<file path="config.mk">
export PLATFORM = sky130hd
export DESIGN_NAME = spi_ctrl
export DESIGN_NICKNAME = d
export VERILOG_FILES = /design/src/hw/spi_pkg.sv /design/src/hw/spi_ctrl.sv
export VERILOG_INCLUDE_DIRS = /design/src /design/src/hw
export SDC_FILE = /design/constraint.sdc
export NUM_CORES = 1
export LEC_CHECK = 0
export BUFFER_PORTS_ARGS = -buffer_cell sky130_fd_sc_hd__buf_2
export CORE_MARGIN = 2
export CORE_UTILIZATION = 40
export CTS_BUF_LIST = sky130_fd_sc_hd__clkbuf_16
export DETAILED_ROUTE_END_ITERATION = 12
export SLEW_MARGIN = 20
export SYNTH_ARGS = -nofsm -noshare
export SYNTH_HDL_FRONTEND = slang
export SYNTH_SLANG_ARGS = --single-unit
</file>
<file path="constraint.sdc">
create_clock -name core_clk -period 3.4 [get_ports core_clk]
set_input_delay 0.17 -clock core_clk [delete_from_list [all_inputs] [get_ports core_clk]]
set_output_delay 0.17 -clock core_clk [all_outputs]
set_load 0.02 [all_outputs]
</file>
<file path="src/hw/spi_defines.svh">
/*
  register indices, field positions, reset values and counts of the spi
  controller. assumes it is included by bare name, definitions only.
*/
`ifndef SPI_DEFINES_SVH
`define SPI_DEFINES_SVH
// ----------------------------------------
// register indices, byte address is index times four
// ----------------------------------------
`define IDX_CTRL    8'h4c
`define IDX_STAT    8'h4d
`define IDX_DATA    8'h4e
`define ADDR_PAD    2'h0
// ----------------------------------------
// control register fields
// ----------------------------------------
`define C_RXIE      7
`define C_MSTR      5
`define C_CLOCK_POLARITY      4
`define C_CLOCK_PHASE      3
`define C_WOM       2
`define C_EN        1
`define C_TXIE      0
`define CTRL_RESET  8'h28
// ----------------------------------------
// status and control register fields
// ----------------------------------------
`define S_RXF       7
`define S_ERROR_IRQ_ENABLE     6
`define S_OVR       5
`define S_MODE_FAULT_FLAG      4
`define S_TXE       3
`define S_MODE_FAULT_ENABLE    2
`define S_RATE_HI   1
`define S_RATE_LO   0
`define CFG_MASK    8'h47
`define CFG_RESET   8'h00
// ----------------------------------------
// serial timing: half period reload is divisor minus one
// ----------------------------------------
`define HALF_R0     7'h01
`define HALF_R1     7'h07
`define HALF_R2     7'h1f
`define HALF_R3     7'h7f
`define FIRST_EDGE  4'h0
`define LAST_EDGE   4'hf
`define LAST_BIT    3'h7
`endif

</file>
<file path="src/hw/spi_pkg.sv">
/*
  types and shared decode of the spi controller.
  assumes spi_defines.svh is on the include path.
*/
`include "spi_defines.svh"
package spi_pkg;
  typedef enum logic {XFER_IDLE, XFER_RUN} xfer_state_type;
  // half period reload for a rate code
  function automatic logic [6:0] half_reload(input logic [1:0] code);
    logic [6:0] r;
    r = `HALF_R0;
    unique case (code)
      2'h0: r = `HALF_R0;
      2'h1: r = `HALF_R1;
      2'h2: r = `HALF_R2;
      2'h3: r = `HALF_R3;
    endcase
    return r;
  endfunction : half_reload
endpackage : spi_pkg

</file>
<file path="src/hw/spi_ctrl.sv">
/*
  spi master/slave controller with apb register access.
  assumes core_clk is the base clock, pins are resolved outside from the
  o/oe pairs, and every pin input is asynchronous to core_clk.
*/
// Contract
// - receive-full interrupt request only when its enable is set; reset clears enable
// - master select bit 1 gives master, 0 slave; reset selects master
// - polarity bit sets serial clock idle level; reset clears it
// - phase bit picks launch and sample edges; reset sets it
// - both parties use identical polarity and phase
// - wired-or bit makes clock and data pins open-drain, else push-pull
// - works only while enabled; clearing enable partly resets; reset clears it
// - transmit-empty interrupt request only while its enable is set; reset clears
// - receive-full flag sets when a byte moves to receive register
// - receive-full clears by status read with flag set, then data read
// - error enable lets mode-fault and overflow request interrupts; reset clears
// - byte completing while receive full sets overflow, keeps old byte
// - overflow clears by status read with flag set, then data read
// - slave with fault enable flags mode fault if select rises mid-transfer
// - master with fault enable flags mode fault whenever select falls
// - mode fault clears by status read with flag set, then control write
// - transmit-empty sets on hand-off to shifter, clears on data write, resets set
// - fault enable gates only setting of mode fault, never clears it
// - master without fault enable ignores and frees select; slave always uses it
// - master rate codes pick divisor 2, 8, 32, 128; clock is base over twice it
// - data address writes transmit register, reads receive register; no reset
// - one byte exchanged full duplex in eight serial clock cycles
// - deselected slave floats its data output and ignores clock edges
`timescale 1ns/1ns
`include "spi_defines.svh"
module spi_ctrl (
  input  wire logic        core_clk,     // base clock
  input  wire logic        rst,          // async reset, active high
  input  wire logic        psel,         // apb select
  input  wire logic        penable,      // apb access phase
  input  wire logic        pwrite,       // apb direction
  input  wire logic [9:0]  paddr,        // apb byte address
  input  wire logic [31:0] pwdata,       // apb write data
  output logic      [31:0] prdata,       // apb read data
  output logic             pready,       // apb ready
  output logic             pslverr,      // unmapped address
  input  wire logic        sclk_i,       // serial clock pin level
  output logic             sclk_o,       // serial clock drive value
  output logic             sclk_oe,      // serial clock drive enable
  input  wire logic        mosi_i,       // master-out pin level
  output logic             mosi_o,       // master-out drive value
  output logic             mosi_oe,      // master-out drive enable
  input  wire logic        miso_i,       // master-in pin level
  output logic             miso_o,       // master-in drive value
  output logic             miso_oe,      // master-in drive enable
  input  wire logic        ss_n_i,       // slave select pin, low active
  output logic             ss_gpio_free, // select pin left to port logic
  output logic             irq           // cpu interrupt request
);
  // ----------------------------------------
  // declarations
  // ----------------------------------------
  logic [3:0]  meta_q, sync_q;
  logic [7:0]  ctrl_q, cfg_q;
  logic        rxf_q, ovr_q, mode_fault_flag_q, txe_q;
  logic        rxf_arm_q, ovr_arm_q, mode_fault_flag_arm_q;
  logic [7:0]  tx_q, rx_q, shift_q;
  logic [7:0]  shift_d;
  logic        tail_q, sclk_q, sclk_prev_q, ss_prev_q;
  logic [2:0]  bits_q;
  logic [6:0]  div_q;
  logic [3:0]  cnt_q;
  spi_pkg::xfer_state_type st_q;
  logic        pready_q, pslverr_q, irq_q, gpio_q;
  logic [31:0] prdata_q;
  logic        sclk_o_q, sclk_oe_q, mosi_o_q, mosi_oe_q, miso_o_q, miso_oe_q;

  // ----------------------------------------
  // pin synchronisers
  // ----------------------------------------
  // two flops per pin; only sync_q is read by logic
  always_ff @(posedge core_clk or posedge rst)
    if (rst)
    begin
      meta_q <= 4'hf;
      sync_q <= 4'hf;
    end
    else
    begin
      meta_q <= {ss_n_i, miso_i, mosi_i, sclk_i};
      sync_q <= meta_q;
    end

  // ----------------------------------------
  // field decode
  // ----------------------------------------
  wire sclk_s  = sync_q[0];
  wire mosi_s  = sync_q[1];
  wire miso_s  = sync_q[2];
  wire ss_n_s  = sync_q[3];
  wire en      = ctrl_q[`C_EN];
  wire mstr    = ctrl_q[`C_MSTR];
  wire clock_polarity    = ctrl_q[`C_CLOCK_POLARITY];
  wire clock_phase    = ctrl_q[`C_CLOCK_PHASE];
  wire wom     = ctrl_q[`C_WOM];
  wire rxie    = ctrl_q[`C_RXIE];
  wire txie    = ctrl_q[`C_TXIE];
  wire error_irq_enable   = cfg_q[`S_ERROR_IRQ_ENABLE];
  wire mode_fault_enable  = cfg_q[`S_MODE_FAULT_ENABLE];
  wire [1:0] rate = {cfg_q[`S_RATE_HI], cfg_q[`S_RATE_LO]};
  wire master  = en & mstr;
  wire slave   = en & ~mstr;
  wire sel     = ~ss_n_s;
  wire idle    = st_q == spi_pkg::XFER_IDLE;
  wire run     = st_q == spi_pkg::XFER_RUN;

  // ----------------------------------------
  // apb decode, one wait state on every access
  // ----------------------------------------
  wire setup    = psel & ~penable;
  wire access   = psel & penable & pready_q;
  wire hit_ctrl = paddr == {`IDX_CTRL, `ADDR_PAD};
  wire hit_stat = paddr == {`IDX_STAT, `ADDR_PAD};
  wire hit_data = paddr == {`IDX_DATA, `ADDR_PAD};
  wire mapped   = hit_ctrl | hit_stat | hit_data;
  wire wr_ctrl  = access & pwrite & hit_ctrl;
  wire wr_stat  = access & pwrite & hit_stat;
  wire wr_data  = access & pwrite & hit_data;
  wire rd_stat  = access & ~pwrite & hit_stat;
  wire rd_data  = access & ~pwrite & hit_data;
  wire [7:0] stat_val = {rxf_q, error_irq_enable, ovr_q, mode_fault_flag_q, txe_q, mode_fault_enable, rate};
  wire [7:0] rd_val = hit_ctrl ? ctrl_q : hit_stat ? stat_val : hit_data ? rx_q : 8'h00;

  always_ff @(posedge core_clk or posedge rst)
    if (rst)
    begin
      pready_q  <= 1'b0;
      pslverr_q <= 1'b0;
      prdata_q  <= 32'h0000_0000;
    end
    else
    begin
      pready_q  <= psel & penable & ~pready_q;
      pslverr_q <= psel & penable & ~pready_q & ~mapped;
      if (setup)
        prdata_q <= {24'h00_0000, rd_val};
    end

  // ----------------------------------------
  // serial edge events
  // ----------------------------------------
  // a master edge is the end of a half period count; none in the tail
  wire m_edge  = run & master & ~tail_q & (div_q == 7'h00);
  wire m_last  = m_edge & (cnt_q == `LAST_EDGE);
  // both modes sample on edges of the synchronised clock pin, so a master
  // hears its own clock with the same lag as the data coming back
  wire pin_edge = sclk_s ^ sclk_prev_q;
  // deselected slave sees no edges at all
  wire samp_ev = run & (master | sel) & pin_edge & (sclk_s ^ clock_polarity ^ clock_phase);
  wire done    = samp_ev & (bits_q == `LAST_BIT);
  wire din     = mstr ? miso_s : mosi_s;
  wire [7:0] byte_in = {shift_q[6:0], din};
  wire ss_fall = ss_prev_q & ~ss_n_s;
  wire ss_rise = ~ss_prev_q & ss_n_s;
  // a master fault is any fall of select while fault enable is set; aborts the transfer
  wire m_fault = master & mode_fault_enable & ss_fall;
  wire s_fault = slave & mode_fault_enable & run & ss_rise;
  wire m_start = master & idle & ~txe_q;
  // with phase 0 a byte begins on the select fall
  wire s_start = slave & idle & sel & (clock_phase | ss_fall);
  wire load    = (m_start & ~m_fault) | s_start;
  wire abort   = ~en | (slave & ss_n_s) | m_fault;
  wire accept  = done & (~rxf_q | (rd_data & rxf_arm_q));
  wire ovr_set = done & ~accept;

  // next shifter content, msb leaves first; in and out move together
  assign shift_d = (load & ~txe_q) ? tx_q :
                   samp_ev ? byte_in : shift_q;

  // ----------------------------------------
  // transfer sequencer
  // ----------------------------------------
  always_ff @(posedge core_clk or posedge rst)
    if (rst)
    begin
      st_q        <= spi_pkg::XFER_IDLE;
      cnt_q       <= `FIRST_EDGE;
      div_q       <= `HALF_R0;
      sclk_q      <= 1'b0;
      sclk_prev_q <= 1'b0;
      ss_prev_q   <= 1'b1;
      tail_q      <= 1'b0;
      bits_q      <= 3'h0;
    end
    else
    begin
      sclk_prev_q <= sclk_s;
      ss_prev_q   <= ss_n_s;
      if (abort | (idle & ~load) | done)
      begin
        st_q   <= spi_pkg::XFER_IDLE;
        cnt_q  <= `FIRST_EDGE;
        tail_q <= 1'b0;
        bits_q <= 3'h0;
        div_q  <= spi_pkg::half_reload(rate);
        sclk_q <= clock_polarity;
      end
      else if (load)
      begin
        st_q  <= spi_pkg::XFER_RUN;
        div_q <= spi_pkg::half_reload(rate);
      end
      else
      begin
        if (m_edge)
          cnt_q <= cnt_q + 4'h1;
        // after the last master edge wait for its echo to be sampled
        if (m_last)
          tail_q <= 1'b1;
        if (samp_ev)
          bits_q <= bits_q + 3'h1;
        if (m_edge)
        begin
          sclk_q <= ~sclk_q;
          div_q  <= spi_pkg::half_reload(rate);
        end
        else if (master)
          div_q <= div_q - 7'h01;
      end
    end

  // data registers keep their content through reset
  always_ff @(posedge core_clk)
  begin
    shift_q <= shift_d;
    if (wr_data)
      tx_q <= pwdata[7:0];
    if (accept)
      rx_q <= byte_in;
  end

  // ----------------------------------------
  // control and configuration registers
  // ----------------------------------------
  always_ff @(posedge core_clk or posedge rst)
    if (rst)
    begin
      ctrl_q <= `CTRL_RESET;
      cfg_q  <= `CFG_RESET;
    end
    else
    begin
      if (wr_ctrl)
        ctrl_q <= pwdata[7:0];
      if (wr_stat)
        cfg_q <= pwdata[7:0] & `CFG_MASK;
    end

  // ----------------------------------------
  // status flags, a set always beats a clear
  // ----------------------------------------
  // a status read with the flag up arms the clearing access
  always_ff @(posedge core_clk or posedge rst)
    if (rst)
    begin
      rxf_q      <= 1'b0;
      ovr_q      <= 1'b0;
      mode_fault_flag_q     <= 1'b0;
      txe_q      <= 1'b1;
      rxf_arm_q  <= 1'b0;
      ovr_arm_q  <= 1'b0;
      mode_fault_flag_arm_q <= 1'b0;
    end
    else
    begin
      if (rd_stat & rxf_q)
        rxf_arm_q <= 1'b1;
      else if (rd_data)
        rxf_arm_q <= 1'b0;
      if (rd_stat & ovr_q)
        ovr_arm_q <= 1'b1;
      else if (rd_data)
        ovr_arm_q <= 1'b0;
      if (rd_stat & mode_fault_flag_q)
        mode_fault_flag_arm_q <= 1'b1;
      else if (wr_ctrl)
        mode_fault_flag_arm_q <= 1'b0;
      if (accept)
        rxf_q <= 1'b1;
      else if (rd_data & rxf_arm_q)
        rxf_q <= 1'b0;
      if (ovr_set)
        ovr_q <= 1'b1;
      else if (rd_data & ovr_arm_q)
        ovr_q <= 1'b0;
      // fault enable only gates the set side
      if (m_fault | s_fault)
        mode_fault_flag_q <= 1'b1;
      else if (wr_ctrl & mode_fault_flag_arm_q)
        mode_fault_flag_q <= 1'b0;
      if (load & ~txe_q)
        txe_q <= 1'b1;
      else if (wr_data)
        txe_q <= 1'b0;
    end

  // ----------------------------------------
  // pin drivers and interrupt, all registered
  // ----------------------------------------
  // open-drain drives only a low, the pull-up makes the high
  always_ff @(posedge core_clk or posedge rst)
    if (rst)
    begin
      sclk_o_q  <= 1'b0;
      sclk_oe_q <= 1'b0;
      mosi_o_q  <= 1'b0;
      mosi_oe_q <= 1'b0;
      miso_o_q  <= 1'b0;
      miso_oe_q <= 1'b0;
      irq_q     <= 1'b0;
      gpio_q    <= 1'b1;
    end
    else
    begin
      sclk_o_q  <= sclk_q & ~wom;
      sclk_oe_q <= master & (~wom | ~sclk_q);
      mosi_o_q  <= shift_d[7] & ~wom;
      mosi_oe_q <= master & (~wom | ~shift_d[7]);
      miso_o_q  <= shift_d[7] & ~wom;
      miso_oe_q <= slave & sel & (~wom | ~shift_d[7]);
      irq_q     <= (rxie & rxf_q) | (txie & txe_q)
                 | (error_irq_enable & (ovr_q | mode_fault_flag_q));
      gpio_q    <= ~en | (mstr & ~mode_fault_enable);
    end

  assign prdata       = prdata_q;
  assign pready       = pready_q;
  assign pslverr      = pslverr_q;
  assign sclk_o       = sclk_o_q;
  assign sclk_oe      = sclk_oe_q;
  assign mosi_o       = mosi_o_q;
  assign mosi_oe      = mosi_oe_q;
  assign miso_o       = miso_o_q;
  assign miso_oe      = miso_oe_q;
  assign irq          = irq_q;
  assign ss_gpio_free = gpio_q;
endmodule : spi_ctrl

</file>
==> run summary <==
The critical path required time was 3.62 ns. At the pin with the least slew margin, the transition time is 0.850 ns. During synthesis, Yosys emitted a total of 0 warnings. The leading cell type in the layout, fill and taps excluded is sky130_fd_sc_hd__dfrtp_1.

For this block, the routed nets add up to 7930 um of wire. The die covers 10600 um^2. The initial antenna violation count was 0. The floorplan step defined a core boundary enclosing 9640 um^2. The number of buffers created by CTS was 9. For the cell count after synthesis, the log shows 323. The most used flip-flop cell after synthesis is sky130_fd_sc_hd__dfrtp_1. Counting distinct cell types in the post-synthesis netlist gives 59. In the post-synthesis netlist, the biggest area contributors are sky130_fd_sc_hd__dfrtp_1 (31%), sky130_fd_sc_hd__edfxtp_1 (18%), sky130_fd_sc_hd__dfstp_2 (9.4%). The critical path goes through xnor3_1, a2111oi_4, buf_4, mux2_1, mux2_4, and2b_1.

Portion of the post-synthesis area used by sequential elements: 59.0%. Cell with the biggest individual delay on the critical path: sky130_fd_sc_hd__dfstp_2. Setup repair after global routing left no endpoint under its margin.

The initialized floorplan defines 36 standard-cell rows. The final count of negative-setup-slack endpoints is 0. The layout cell share with drive strength beyond 1 came out at 24.3%. The insertion delay to the later sink of the worst-skew pair is 0.34 ns, and the async set or reset register ratio after synthesis is 72.4%.

The tools report the element type at the critical path start as a register. Cell at the root of the clock tree: sky130_fd_sc_hd__clkbuf_16. The tool flagged a number of max-cap violations equal to 0. The area growth from synthesis to layout is 16.3%.

The detailed router finished its first iteration with 140 violations. Number of nets still failing antenna checks after routing: 0. The tools report the worst slew margin relative to its limit as 43.2%. Across the routed clock network, the largest skew measured is 0.00777 ns.

In the final layout, the multi-input gates occupy 1440 um^2. The final number of max-transition violations came out at 0. Maximum fanout count along the critical path: 9. Summed over its instances, the top area cell type makes up 31.4% of the synthesized netlist area. The largest single stage delay on the critical path is 0.60 ns.

Net switching is 22.9% of the power. The tightest hold margin was 0.0107 ns; the reported net switching power was 504 uW. The global-route wire length before repair was 12900 um; the number of synthesized flops with an enable pin was 23.

The time the worst path needs with I/O delays and setup was 2.49 ns; the die outline width was 103 um. The footprint of the flip-flops and latches was 2300 um^2; the part of the power in registers was 50.1%. The die is 103 um tall. The logs give 93 for the top-level port count and 0 for the hold violation count in the final report. The initial standard-cell utilization of the core was 40.6%.

For this run, the detailed router's first-pass iteration total came to 4. The clock tree synthesis step divided the H-tree into 3 levels. The via count of the first global-routing pass was 2496; the number of sinks handled by clock tree synthesis was 87. The mean cell area of the mapped netlist came out at 12.1 um^2. At the end of routability-driven placement, the weighted congestion stood at 0.783. Summed over all cells, the static leakage comes to 1.94 nW. The global-route usage over all layers was 16.3%; the clock-pin slew reported for the worst setup and hold paths after clock tree synthesis was 0.06 ns. The placed wire-length estimate was 5580 um. Among cell families on the critical path, the largest total delay comes from multiplexers. In this run the worst hold path is classified as in -> async. Timing would allow up to 402 MHz. The synthesized design spends more area on one cell type than any other, namely sky130_fd_sc_hd__dfrtp_1. The worst setup path is captured at a register.

The run gives 0 as the leftover overflow at the end of global routing. The worst setup path is of the reg -> reg kind. Summing over every cut layer, the via total after detailed routing is 2598. The buffer and inverter count on the worst path was 1; the pin count of the biggest net entering global routing was 42.

Once the clock tree was built, the setup fixing pass inserted 0 buffers. The part of the cycle the worst path needs was 73.1%. The run finished with clean final reports. The count of filler cells inserted in the layout was 898. In this run, the clock network consumes 44.4% of the power. In the layout the commonest cells are sky130_fd_sc_hd__dfrtp_1 (49), sky130_fd_sc_hd__buf_2 (44), sky130_fd_sc_hd__nand2_1 (27), sky130_fd_sc_hd__conb_1 (24), sky130_fd_sc_hd__edfxtp_1 (23). The combinational share of power is 5.5%. The peak supply drop is 301 uV, and the number of buffer cells added on primary ports is 44.

TritonCTS built the clock tree. The register bit count reported by yosys is 87. The number of antenna diodes in the final layout is 0.

STA puts the critical path data arrival time at 2.71 ns. The tools report the number of remaining DRC errors as 0. The post-synthesis cell area is 3910 um^2.

In the final routed layout, each cell accounts on average for 15.4 um. Using the TritonRoute via totals, the vias-per-cell ratio works out to 5.03. Cell internal power was estimated by the tool at 1.70 mW.

The maximum number of buffers from clock root to sink came out at 2. The power density of the placed cells came out at 485 nW/um^2. The net total in the final layout was 433; the total negative setup slack was 0 ns.
==> power by group through the flow <==
stage,logic (mW),registers (mW),clock network (mW)
CTS,0.123,1.11,0.993
finish,0.122,1.10,0.978
global route,0.136,1.11,1.04
detailed placement,0.119,1.13,0
global placement,0.118,1.12,0
floorplan,0.0811,1.14,0
==> cells in the mapped netlist (all sizes together), types with 4 or more instances <==
library cell and number:
mux2 17, inv 10, clkbuf 7, nor3 5
nand3 7, xor2 4, edfxtp 23, nor2 22
nand2b 6, dfstp 14, and2 4, dfrtp 49
buf 26, nand2 30, nand4 4, ha 4
a22o 10, o21ai 10, a21oi 17, a221oi 8
==> metal layers <==
metal  track usage (%)  up-vias  part of all wire [%]
li1                  -     1230                     -
met1              24.2     1292                    50
met2              23.8       68                    44
met3              2.58        8                   4.2
met4              6.98        0                   1.5
met5                 0        -                     0
==> kinds of logic after synthesis <==
| kind of cell | after synthesis | synth area share (%) |
|---|---|---|
| AO/OA/AOI/OAI | 61 | 11.6 |
| XOR/XNOR | 7 | 1.92 |
| adder cells (fa/ha/maj) | 4 | 1.28 |
| buffers and inverters | 43 | 6.53 |
| flip-flops | 87 | 59.0 |
| multiplexers | 20 | 5.76 |
| other | 1 | 0.0959 |
| AND/OR/NAND/NOR | 100 | 13.9 |
==> timing repair <==
| action | CTS | global route |
|---|---|---|
| gates resized for setup | 0 | 0 |
| hold buffers | 4 | 0 |
| endpoints found under the hold margin | 4 | 0 |
==> worst register-to-register path, cell delays in order (launching register included) <==
cell	delay (ns)
sky130_fd_sc_hd__dfstp_2	0.60
sky130_fd_sc_hd__xnor3_1	0.46
sky130_fd_sc_hd__a2111oi_4	0.32
sky130_fd_sc_hd__buf_4	0.23
sky130_fd_sc_hd__mux2_1	0.33
sky130_fd_sc_hd__mux2_4	0.29
sky130_fd_sc_hd__and2b_1	0.16
==> stage by stage <==
| step | power, mW | area, um^2 | utilization (%) | setup slack [ns] | cells |
|---|---|---|---|---|---|
| after floorplan | 1.22 | 4000 | - | 0.935 | 346 |
| after global placement | 1.24 | 4210 | 43.7 | 0.944 | 496 |
| after detailed placement | 1.24 | 4210 | 43.7 | 0.925 | 496 |
| after CTS | 2.22 | 4550 | 47.2 | 0.884 | 516 |
| after global routing | 2.28 | 4550 | 47.2 | 0.662 | 516 |
| final | 2.21 | 4550 | 47.2 | 0.914 | 516 |
==> cell type report <==
| cell class | count | area share [%] |
|---|---|---|
| clock buffer | 9 | 4.95 |
| clock inverter | 7 | 1.60 |
| inverter | 10 | 0.826 |
| multi-input combinational | 216 | 31.6 |
| sequential | 87 | 50.7 |
| tap | 133 | 3.66 |
| timing repair buffer | 54 | 6.71 |
==> registers in the layout (all words and copies together) (netlist names), 3 cells and up <==
register  flops
cfg_q         4
shift_q       8
tx_q          8
bits_q        3
div_q         7
cnt_q         4
rx_q          8
prdata        8
ctrl_q        8
meta_q        4
sync_q        4
==> final timing paths <==
path                       startpoint         to  slack [ns]  depth (start not counted)
max                         ctrl_q[3]     miso_o        0.91                          6
min                               rst   cnt_q[0]        0.01                          2
max reg2reg                 ctrl_q[3]     miso_o        0.91                          6
min reg2reg                 meta_q[0]  sync_q[0]        0.36                          0
max in group asynchronous         rst      txe_q        2.52                          3
min in group core_clk       pwdata[7]    tx_q[7]        0.02                          1
(Power assumes the default switching activity.)
